--- src/esu_params.svh ---
// Purpose: constants of the endian swap and unmunge datapath
// Assumes: low address bits [2:0] are the processor's bits 29..31
// Notes: definitions only
`ifndef ESU_PARAMS_SVH
`define ESU_PARAMS_SVH
// ----------------------------------------
// transfer size codes
// ----------------------------------------
`define ESU_SZ_DWORD 3'h0
`define ESU_SZ_BYTE 3'h1
`define ESU_SZ_HALF 3'h2
`define ESU_SZ_WORD 3'h4
// ----------------------------------------
// unmunge xor masks
// ----------------------------------------
`define ESU_XOR_BYTE 3'h7
`define ESU_XOR_HALF 3'h6
`define ESU_XOR_WORD 3'h4
`define ESU_XOR_NONE 3'h0
// ----------------------------------------
// byte lane patterns, bit n is address n
// ----------------------------------------
`define ESU_LANE_BYTE 8'h01
`define ESU_LANE_HALF 8'h03
`define ESU_LANE_WORD 8'h0f
`define ESU_LANE_ALL 8'hff
`define ESU_LANE_NONE 8'h00
`define ESU_CBE_OFF 4'hf
// ----------------------------------------
// reset values and sizes
// ----------------------------------------
`define ESU_SEL_BIG 1'b1
`define ESU_REQ_IDLE 1'b1
`define ESU_FIFO_DEPTH 32
`endif

--- src/esu_pkg.sv ---
// Purpose: types shared by the endian swap and unmunge datapath
// Assumes: nothing
// Notes: structs carry one processor request and one memory/pci request
package esu_pkg;
  typedef struct packed {
    logic write;
    logic burstIndicatorN;
    logic toPci;
    logic [2:0] transferSize;
    logic [31:0] addr;
    logic [63:0] data;
  } esu_cpu_req_s;

  typedef struct packed {
    logic write;
    logic toPci;
    logic pciRefused;
    logic [31:0] addr;
    logic [63:0] data;
    logic [7:0] casN;
    logic [3:0] cbeN;
  } esu_mem_req_s;
endpackage

--- src/esu_endian_swap_unmunge.sv ---
// Purpose: endian swap, address unmunge and byte lane decode
// Assumes: all inputs synchronous to core_clk
// Notes: requests pass a fifo, then one registered output stage
//
// How it works
// - big-endian mode passes address untouched and data unswapped
// - little-endian byte transfer xors low address with 111
// - little-endian half-word transfer xors low address with 110
// - little-endian word transfer xors low address with 100
// - double-word transfers never change the low address
// - same correction for pci, memory, rom; lanes follow it
// - column strobes decoded from burst, size, low address, mode
// - pci byte enables decoded from size, low address, mode
// - little-endian mode reverses bytes, never bits inside a byte
// - load reversal exactly undoes store reversal
// - single bytes land at the same address in both modes
// - non-burst byte store at corrected 010 asserts only lane 2
// - half-word at 010 asserts lanes 2 and 3, low byte first in little-endian mode
// - word at 100 asserts strobes 4..7 or all pci enables
// - word data is copied onto both halves of the bus
// - endian select changes only while both buses idle
// - every memory read asserts all eight column strobes
// - double-word store asserts all strobes, never goes to pci
`timescale 1ns/1ps
`include "esu_params.svh"

module esu_fifo #(
  parameter int WIDTH = 8,
  parameter int DEPTH = `ESU_FIFO_DEPTH
) (
  input wire logic core_clk,
  input wire logic resetn,
  input wire logic inValid,
  output logic inReady,
  input wire logic [WIDTH-1:0] inData,
  output logic outValid,
  input wire logic outReady,
  output logic [WIDTH-1:0] outData
);
  localparam int AW = $clog2(DEPTH);
  // depth must be a power of two: pointers wrap naturally
  logic [WIDTH-1:0] store [DEPTH];
  logic [AW:0] wrPtr_reg;
  logic [AW:0] rdPtr_reg;
  wire empty = (wrPtr_reg == rdPtr_reg);
  wire full = (wrPtr_reg[AW] != rdPtr_reg[AW]) &&
              (wrPtr_reg[AW-1:0] == rdPtr_reg[AW-1:0]);
  wire push = inValid && !full;
  wire pop = outValid && outReady;

  assign inReady = !full;
  assign outValid = !empty;
  assign outData = store[rdPtr_reg[AW-1:0]];

  always_ff @(posedge core_clk or negedge resetn) begin
    if (!resetn) begin
      wrPtr_reg <= '0;
      rdPtr_reg <= '0;
    end else begin
      if (push) wrPtr_reg <= wrPtr_reg + 1'b1;
      if (pop) rdPtr_reg <= rdPtr_reg + 1'b1;
    end
  end

  // storage has no reset: only slots behind the write pointer are read
  always_ff @(posedge core_clk) begin
    if (push) store[wrPtr_reg[AW-1:0]] <= inData;
  end
endmodule

module esu_endian_swap_unmunge
  import esu_pkg::*;
#(
  parameter int FIFO_DEPTH = `ESU_FIFO_DEPTH
) (
  input wire logic core_clk,
  input wire logic resetn,
  input wire logic cpuReqValid,
  output logic cpuReqReady,
  input wire esu_cpu_req_s cpuReq,
  input wire logic cpuBusIdle,
  input wire logic pciBusIdle,
  input wire logic endianRequestN,
  output logic endianSelectN,
  output logic memReqValid,
  input wire logic memReqReady,
  output esu_mem_req_s memReq,
  input wire logic rdValid,
  input wire logic [63:0] rdData,
  output logic cpuRdValid,
  output logic [63:0] cpuRdData
);
  // ----------------------------------------
  // helpers
  // ----------------------------------------
  function automatic logic [63:0] swapBytes(input logic [63:0] d);
    logic [63:0] r;
    r = '0;
    for (int i = 0; i < 8; i++) begin
      r[8*i +: 8] = d[63-8*i -: 8];
    end
    return r;
  endfunction
  function automatic logic [2:0] unmungeMask(input logic [2:0] sz,
                                             input logic le);
    logic [2:0] m;
    m = `ESU_XOR_NONE;
    if (le) begin
      unique case (sz)
        `ESU_SZ_BYTE: m = `ESU_XOR_BYTE;
        `ESU_SZ_HALF: m = `ESU_XOR_HALF;
        `ESU_SZ_WORD: m = `ESU_XOR_WORD;
        default: m = `ESU_XOR_NONE;
      endcase
    end
    return m;
  endfunction
  function automatic logic [7:0] laneMask(input logic [2:0] sz,
                                          input logic [2:0] a);
    logic [7:0] l;
    unique case (sz)
      `ESU_SZ_BYTE: l = `ESU_LANE_BYTE << a;
      `ESU_SZ_HALF: l = `ESU_LANE_HALF << a;
      `ESU_SZ_WORD: l = `ESU_LANE_WORD << a;
      `ESU_SZ_DWORD: l = `ESU_LANE_ALL;
      default: l = `ESU_LANE_NONE;
    endcase
    return l;
  endfunction

  // ----------------------------------------
  // request fifo
  // ----------------------------------------
  esu_cpu_req_s popReq;
  logic popValid;
  logic popReady;
  logic outValid_reg;
  esu_mem_req_s outReq_reg;
  logic endianSelectN_reg;
  logic endianReq_reg;
  logic cpuRdValid_reg;
  logic [63:0] cpuRdData_reg;

  esu_fifo #(
    .WIDTH($bits(esu_cpu_req_s)),
    .DEPTH(FIFO_DEPTH)
  ) u_fifo (
    .core_clk(core_clk),
    .resetn(resetn),
    .inValid(cpuReqValid),
    .inReady(cpuReqReady),
    .inData(cpuReq),
    .outValid(popValid),
    .outReady(popReady),
    .outData(popReq)
  );

  // ----------------------------------------
  // address unmunge, swap and lane decode
  // ----------------------------------------
  wire le = (endianSelectN_reg != `ESU_SEL_BIG);
  wire popFire = popValid && popReady;
  // same correction whatever the target: memory, rom or pci
  wire [2:0] fixLow = popReq.addr[2:0] ^
                      unmungeMask(popReq.transferSize, le);
  wire [31:0] fixAddr = {popReq.addr[31:3], fixLow};
  // whole double-word reversal lands each byte back on its own lane
  wire [63:0] swapped = le ? swapBytes(popReq.data)
                           : popReq.data;
  wire isWord = (popReq.transferSize == `ESU_SZ_WORD);
  wire isDword = (popReq.transferSize == `ESU_SZ_DWORD);
  wire [31:0] wordSel = fixLow[2] ? swapped[31:0] : swapped[63:32];
  wire [63:0] outData = isWord ? {wordSel, wordSel}
                               : swapped;
  wire [7:0] lanes = laneMask(popReq.transferSize, fixLow);
  wire fullRead = !popReq.write || !popReq.burstIndicatorN;
  wire [7:0] casLanes = fullRead ? `ESU_LANE_ALL
                                 : lanes;
  wire [3:0] wordLanes = fixLow[2] ? lanes[7:4] : lanes[3:0];
  // pci carries four bytes at most: double-words and bursts refused
  wire pciRefuse = popReq.toPci && (isDword ||
                   !popReq.burstIndicatorN);
  wire [3:0] cbeN = pciRefuse ? `ESU_CBE_OFF : ~wordLanes;

  esu_mem_req_s nextReq;
  always_comb begin
    nextReq.write = popReq.write;
    nextReq.toPci = popReq.toPci;
    nextReq.pciRefused = pciRefuse;
    nextReq.addr = fixAddr;
    nextReq.data = outData;
    nextReq.casN = popReq.toPci ? `ESU_LANE_ALL : ~casLanes;
    nextReq.cbeN = popReq.toPci ? cbeN : `ESU_CBE_OFF;
  end

  // ----------------------------------------
  // output stage
  // ----------------------------------------
  assign popReady = !outValid_reg || memReqReady;
  assign memReqValid = outValid_reg;
  assign memReq = outReq_reg;

  always_ff @(posedge core_clk or negedge resetn) begin
    if (!resetn) begin
      outValid_reg <= 1'b0;
      outReq_reg <= '0;
    end else if (popReady) begin
      outValid_reg <= popValid;
      if (popValid) outReq_reg <= nextReq;
    end
  end

  // ----------------------------------------
  // endian select
  // ----------------------------------------
  // request is sampled each cycle, acted on only with nothing in flight
  wire allIdle = cpuBusIdle && pciBusIdle && !popValid && !outValid_reg;
  wire endianSelectN_next = allIdle ? endianReq_reg
                                    : endianSelectN_reg;
  assign endianSelectN = endianSelectN_reg;

  always_ff @(posedge core_clk or negedge resetn) begin
    if (!resetn) begin
      endianReq_reg <= `ESU_REQ_IDLE;
      endianSelectN_reg <= `ESU_SEL_BIG;
    end else begin
      endianReq_reg <= endianRequestN;
      endianSelectN_reg <= endianSelectN_next;
    end
  end

  // ----------------------------------------
  // load data return
  // ----------------------------------------
  // reversal is its own inverse, so loads undo stores exactly
  wire [63:0] cpuRdData_next = le ? swapBytes(rdData)
                                  : rdData;
  assign cpuRdValid = cpuRdValid_reg;
  assign cpuRdData = cpuRdData_reg;

  always_ff @(posedge core_clk or negedge resetn) begin
    if (!resetn) begin
      cpuRdValid_reg <= 1'b0;
      cpuRdData_reg <= '0;
    end else begin
      cpuRdValid_reg <= rdValid;
      if (rdValid) cpuRdData_reg <= cpuRdData_next;
    end
  end
endmodule

--- config.mk ---
export PLATFORM = sky130hd
export DESIGN_NAME = esu_endian_swap_unmunge
export DESIGN_NICKNAME = d
export VERILOG_FILES = /design/src/esu_pkg.sv /design/src/esu_endian_swap_unmunge.sv
export VERILOG_INCLUDE_DIRS = /design/src /design/src/src
export SDC_FILE = /design/constraint.sdc
export NUM_CORES = 2
export LEC_CHECK = 0
export BUFFER_PORTS_ARGS = -buffer_cell sky130_fd_sc_hd__buf_4
export CAP_MARGIN = 10
export CORE_MARGIN = 10
export CORE_UTILIZATION = 60
export CTS_CLUSTER_DIAMETER = 60
export DETAILED_ROUTE_END_ITERATION = 10
export PLACE_DENSITY = 0.77
export SLEW_MARGIN = 10
export SYNTH_ARGS = -nofsm -noshare
export SYNTH_HDL_FRONTEND = slang
export SYNTH_SLANG_ARGS = --single-unit
--- constraint.sdc ---
create_clock -name core_clk -period 9 [get_ports core_clk]
set_input_delay 0.9 -clock core_clk [delete_from_list [all_inputs] [get_ports core_clk]]
set_output_delay 0.9 -clock core_clk [all_outputs]
set_load 0.01 [all_outputs]
---- Word-level counts from Yosys, hierarchy flattened ----
Memories as Yosys holds them, arrays and structs flattened.
Index checks and enable logic that the tools add are counted.
storage, ports and cells
  flip-flop bits (word level) ............. 191
  memory bits (writable) .................. 3,264
  word-level logic and storage cells ...... 61
  memories ................................ 1
  output and inout port bits .............. 179
  input port bits ......................... 174
cells by class
  equal/unequal tests ..................... 6
  shift-type cells ........................ 3
  add/sub/neg operators ................... 2
  bitwise operators ....................... 4
  reduce and logical (&&, ||, !) cells .... 17
  mux-type cells .......................... 14
memories
  name          words  width  rd ports  clocked after memory_dff  write ports  RTL line                       text
  u_fifo.store  32     102    1         0                         1            esu_endian_swap_unmunge.sv:42  logic [WIDTH-1:0] store [DEPTH];
operators by type and width
  kind                   count
  $mux W64               3
  $mux W32               1
  $pmux W8 S4            1
  $mux W8                2
  $add A6 B1 Y6 const B  2
  $mux W4                3
  $pmux W3 S3            1
  $not A8 Y8             1
  $shl A1 B3 Y8 const A  1
  $shl A2 B3 Y8 const A  1
  $shl A4 B3 Y8 const A  1
  $logic_and A1 B1 Y1    7
  $eq A6 B6 Y1           1
  $eq A5 B5 Y1           1
  $logic_not A1 Y1       5
  $not A4 Y4             1
  $eq A3 B1 Y1 const B   1
  $eq A3 B2 Y1 const B   1
  $eq A3 B3 Y1 const B   1
  $logic_not A3 Y1       1
  $logic_or A1 B1 Y1     3
  $mux W3                1
  $xor A3 B3 Y3          1
  $mux W1                2
  3 further kinds        3

---- Depth between registers and ports, before layout ----
An unclocked memory read counts as a cell.
  depth after elaboration ................. 11
  depth in mapped cells ................... 17
  depth with buffers taken out ............ 9

---- By module ----
From an unflattened synthesis, not the netlist that was laid out.
second synthesis, totals
  cell total of the unflattened synthesis .. 6,065
  area, all modules ....................... 131,596.2 µm²
by module, submodules not included
  module                   sequential area each (µm²)  instances  cells an instance  area each (µm²)
  esu_fifo                 98,314.3                    1          5,127              122,316.1
  esu_endian_swap_unmunge  4,481.8                     1          938                9,280.2

---- Least setup slack after synthesis ----
No wires, ideal clock.
  kind .................................... flip-flop to flip-flop
  from .................................... register u_fifo.rdPtr_reg[0]
  to ...................................... memory u_fifo.store[15][0] in the netlist's numbering, enable pin
  setup time .............................. 564 ps
  required time ........................... 8,436 ps
  stages on the path, launching flop included .. 17
  arrival ................................. 6,688 ps
  buffers on the path ..................... 9
  clock period less this slack ............ 7,252 ps
  setup slack ............................. 1,748 ps
  path through ............................ dfrtp_1 > buf_6 > buf_12 > buf_12 > buf_8 > buf_12 > buf_4 > buf_6 > xnor2_1 > nand3_1 > nor3_1 > nand2b_1 > and2_1 > clkbuf_1 > nand2_1 > buf_2 > nor2_1
between the ends
  cells in the longest elaborated chain, start to end .. 6
RTL lines
  element                        RTL line                       text
  from (decl)                    esu_endian_swap_unmunge.sv:44  logic [AW:0] rdPtr_reg;
  from (signal assigned)         esu_endian_swap_unmunge.sv:61  if (pop) rdPtr_reg <= rdPtr_reg + 1'b1;
  $eq A5 B5 Y1                   esu_endian_swap_unmunge.sv:47  (wrPtr_reg[AW-1:0] == rdPtr_reg[AW-1:0]);
  $logic_and A1 B1 Y1            esu_endian_swap_unmunge.sv:46  wire full = (wrPtr_reg[AW] != rdPtr_reg[AW]) &&
  $logic_not A1 Y1               -
  named net cpuReqReady          esu_endian_swap_unmunge.sv:79  output logic cpuReqReady,
  $logic_and A1 B1 Y1            esu_endian_swap_unmunge.sv:48  wire push = inValid && !full;
  $mux W1                        esu_endian_swap_unmunge.sv:67  if (push) store[wrPtr_reg[AW-1:0]] <= inData;
  $mux W1 (not written as such)  esu_endian_swap_unmunge.sv:67
  to (decl)                      esu_endian_swap_unmunge.sv:42
The timed path passes the listed nets, and every way through them passes these cells.

---- Worst setup path in the final report ----
  from .................................... register u_fifo.rdPtr_reg[0]
  to ...................................... register outReq_reg, in the netlist memReq[49]
between the ends
  cells in the longest elaborated chain, start to end .. 7
  elaborated cells on any way between the ends .. 13
  those cells by class .................... eq/ne: 4; mux: 5; bitwise: 2; reduce/logical: 1; memory: 1
RTL lines
  element                               RTL line                        text
  $mem_v2 Z32 W102                      -
  $eq A3 B3 Y1 (tied with other cells)  esu_endian_swap_unmunge.sv:109  unique case (sz)
  $pmux W3 S3                           esu_endian_swap_unmunge.sv:109
  $mux W3                               esu_endian_swap_unmunge.sv:108  if (le) begin
  $xor A3 B3 Y3                         esu_endian_swap_unmunge.sv:164  wire [2:0] fixLow = popReq.addr[2:0] ^
  $mux W32                              esu_endian_swap_unmunge.sv:172  wire [31:0] wordSel = fixLow[2] ? swapped[31:0] : swapped[63:32];
  $mux W64                              esu_endian_swap_unmunge.sv:173  wire [63:0] outData = isWord ? {wordSel, wordSel}
  to (signal assigned)                  esu_endian_swap_unmunge.sv:209  if (popValid) outReq_reg <= nextReq;
  to (decl)                             esu_endian_swap_unmunge.sv:138  esu_mem_req_s outReq_reg;
Several ways; a longest one is shown, not always the timed one.
A chain may end at the register's enable or synchronous reset.

==> results.md <==
- Placer Congestion: 0.8820
- Synth Area in Compound Gates: 0.01315
- Critical Path End Type: register
- WL met1: 121,500 um
- Clk Latency, worst-skew pair: 0.99 ns
- Crit-path max FO: 51
- RSZ-0062 raised after global routing: no
- P_leak: 48.62 nW
- Gr usage total: 0.2972
- Wire per inst: 37.54 um
- Critical path's slowest cell: buf_4
- DR top layer: met5
- Max reg flops: 3,264
- Total gr overflow: 0
- Initial antenna violation count: 39
- Clk slew on worst S/H paths: 0.06 ns
- Crit-path max cell delay: 0.91 ns
- Largest net degree at the start of global routing: 166
- IO Port Bufs: 352
- Number of global-route vias before repair: 68,910
- Most common cell on crit path: buf_4
- Final setup fails: 0
- Seq/Total Area, Yosys: 0.7727
- Final worst slack: 2.615 ns
- Net Count, Synth: 6,048
- Final min period: 6.385 ns
- Die Y-Extent: 490.9 um
- Post-synth ARST share: 0.05528
- Htree depth: 5
- Final Core Density: 0.6822
- Combinational Power Share: 0.300
- P_sw: 14.82 mW
- Synth Area in XOR/XNOR: 0.001505
- Slew Limit Fails: 0
- NumNets Final: 6,543
- Hold Path Class: input port to async pin
- Core area: 220,200 um2
- DRT iter0 DRCs: 10,370
- DR WL met2: 176,900 um
- Maximum VDD drop: 0.2973 mV
- Layout cells sized above 1: 0.3119
- Layout Skew: 0.05641 ns
- Drt pass-1 iters: 6
- Post-CTS Setup Bufs: 0
- Post-CTS Resized: 0
- Die area: 241,000 um2
- Crit share post-route: 0.7094
- Site Rows: 172
- Max transition margin: 0.1591
- CTS Hold Bufs: 0
- Total Routed Length: 360,800 um
- Initial Util: 0.6043
- Mapped cell area: 133,000 um2
- Outcome: complete, no violations
- Top_reg_cell synth: edfxtp_1
- Num CTS Buffers: 345
- WP data arrival: 7.17 ns
- DP HPWL: 167,900 um
- CP Data Required Time: 9.78 ns
- Synth Register Bits: 3,455
- Mean Syn Cell Area: 22.67 um2
- Flop-to-flop setup slack: 2.62 ns
- Via density: 6.999
- DP Worst Slack: 2.554 ns
- Adder-Cell Fraction of Synth Area: 0.0004702
- Largest family of logic cells by synthesized area: multiplexers
- Chip width: 490.9 um
- I/O Pins: 353
- CTS root buf: clkbuf_16
- Clock buffer depth: 4
- Fin. Hold Viols: 0
- Peak Freq: 156.6 MHz
- Detailed route wirelength on metal3: 41,420 um
- Internal power: 33.42 mW
- Area Overhead vs Synth: 12.88%
- Vias: 67,270
- Crit Path Category: register to register
- # DRC: 0
- Post-synthesis cell type count: 64
- Final ANT Viol Nets: 0
- Yosys Warn Count: 0
- Mux contribution to synthesized area: 0.1837
- PD cells: 321.2 nW/um2
- First-pass GRT wire length: 514,000 um
- Max-cap viol count: 0
- Count of flip-flops with a built-in enable after synthesis: 3,264
- Sequential power share: 0.409
- Post-synth top area share: 0.7367
- Synthesized instance count: 5,869
- Setup TNS: 0 ns
- Synth Area in Simple Gates: 0.01672
- Net Sw Frac: 0.3073
- Clock group share of total power: 0.291
- Crit-path cells: buf_4 > buf_4 > buf_4 > buf_4 > mux4_2 > mux4_2 > nand2_1 > nand2_1 > o21ai_0 > mux2_2 > o21ai_0
- Synth area leaders: edfxtp_1, mux4_2, dfrtp_1, mux2i_1, nand2_1
- CTS tree: built
- CTS sink count: 3,455
- CP startpoint kind: register
- Area leader, netlist: edfxtp_1
- Slew @ Worst Pin: 1.258 ns
- Hold_ws: 0.03297 ns
## path summary, 6_finish.rpt
check / depth (start not counted) / startpoint / endpoint
max reg2reg: 11 / u_fifo.rdPtr_reg[0] / memReq[49]
max in group asynchronous: 2 / resetn / memReq[96]
min in group core_clk: 1 / endianRequestN / endianReq_reg
min: 1 / resetn / cpuRdData[1]
max: 11 / u_fifo.rdPtr_reg[0] / memReq[49]
min reg2reg: 2 / memReq[47] / memReq[47]
## critical path: cells and delay by family (launching register included)
kind / cells / cell delay, ns
mux: 3 / 1.34
buf+inv: 4 / 3.37
flops: 1 / 0.76
compound gates: 2 / 0.33
simple gates: 2 / 0.23
## per-stage QoR
stage / cell area [um2] / instances / power [mW]
2_1_floorplan: 133000 / 5869 / 29.59
3_3_place_gp: 139300 / 8975 / 33.90
3_5_place_dp: 139300 / 8975 / 34.18
4_1_cts: 150100 / 9588 / 48.35
5_1_grt: 150200 / 9607 / 49.67
6_report: 150200 / 9611 / 48.24
## routing by layer
metal  track usage  vias up
li1              -    25650
met1        0.3877    35260
met2        0.4711     5375
met3       0.07078      958
met4        0.1562       24
met5             0        -
## final cells by class
type / count / area (um2)
antenna: 23 / 57.56
clock buffer: 430 / 9159
clock inverter: 183 / 1683
fill: 12660 / 69970
inverter: 6 / 31.28
multi-input combinational: 2079 / 28930
sequential: 3455 / 102800
tap: 2958 / 3701
timing repair buffer: 477 / 3801
## cell usage after synthesis, drive strengths merged, types with 5 or more instances
library cell / count
edfxtp: 3264
a22oi: 12
nand2: 332
a21oi: 79
clkbuf: 180
buf: 149
a31oi: 33
ha: 5
a221oi: 11
inv: 6
dfrtp: 189
o21ai: 143
and2: 6
mux2i: 143
nand3: 21
nor2: 145
mux2: 69
xnor2: 18
nor2b: 9
mux4: 987
nand2b: 8
nand4: 8
nor3: 5
## power by group through the flow
stage | clock network [mW] | registers, mW | logic [mW]
2_1_floorplan | 0 | 19.7 | 9.88
3_3_place_gp | 0 | 19.9 | 14.0
3_5_place_dp | 0 | 20.0 | 14.2
4_1_cts | 14.1 | 19.7 | 14.5
5_1_grt | 14.7 | 19.8 | 15.2
6_report | 14.0 | 19.7 | 14.5
## logic make-up (layout without fill, tap and decap cells)
kind of cell,Yosys count,count (layout)
buffers and inverters,335,1096
other,0,23
muxes,1199,1199
adders and majority gates,5,5
and+or+nand+nor,548,548
AOI/OAI and AO/OA,305,305
xor gates and xnor gates,22,22
DFF,3455,3455
## cells in the final DEF (no fill, tap or decap), types with 5 or more instances in the layout
| cell | Yosys | routed |
|---|---|---|
| a31oi_1 | 32 | 32 |
| a221oi_1 | 10 | 10 |
| diode_2 | 0 | 23 |
| nor2_4 | 0 | 32 |
| clkbuf_8 | 0 | 10 |
| o21ai_1 | 33 | 33 |
| bufinv_16 | 0 | 29 |
| mux4_2 | 987 | 987 |
| clkinv_1 | 0 | 61 |
| a21oi_1 | 79 | 79 |
| buf_4 | 22 | 459 |
| nand2_1 | 331 | 330 |
| nand2b_1 | 8 | 8 |
| mux2i_1 | 143 | 143 |
| edfxtp_1 | 3264 | 3264 |
| inv_6 | 0 | 9 |
| and2_1 | 6 | 5 |
| dfrtp_4 | 0 | 5 |
| nor2b_1 | 9 | 9 |
| clkbuf_1 | 180 | 70 |
| clkinv_2 | 0 | 67 |
| buf_12 | 3 | 17 |
| ha_1 | 5 | 5 |
| mux2_2 | 69 | 69 |
| a22oi_1 | 12 | 12 |
| clkbuf_16 | 0 | 350 |
| dfrtp_1 | 189 | 184 |
| nand4_1 | 8 | 8 |
| xnor2_1 | 17 | 17 |
| o21ai_0 | 110 | 110 |
| clkinvlp_4 | 0 | 9 |
| nor2_1 | 145 | 113 |
| nand3_1 | 21 | 21 |
(Power assumes the default switching activity.)
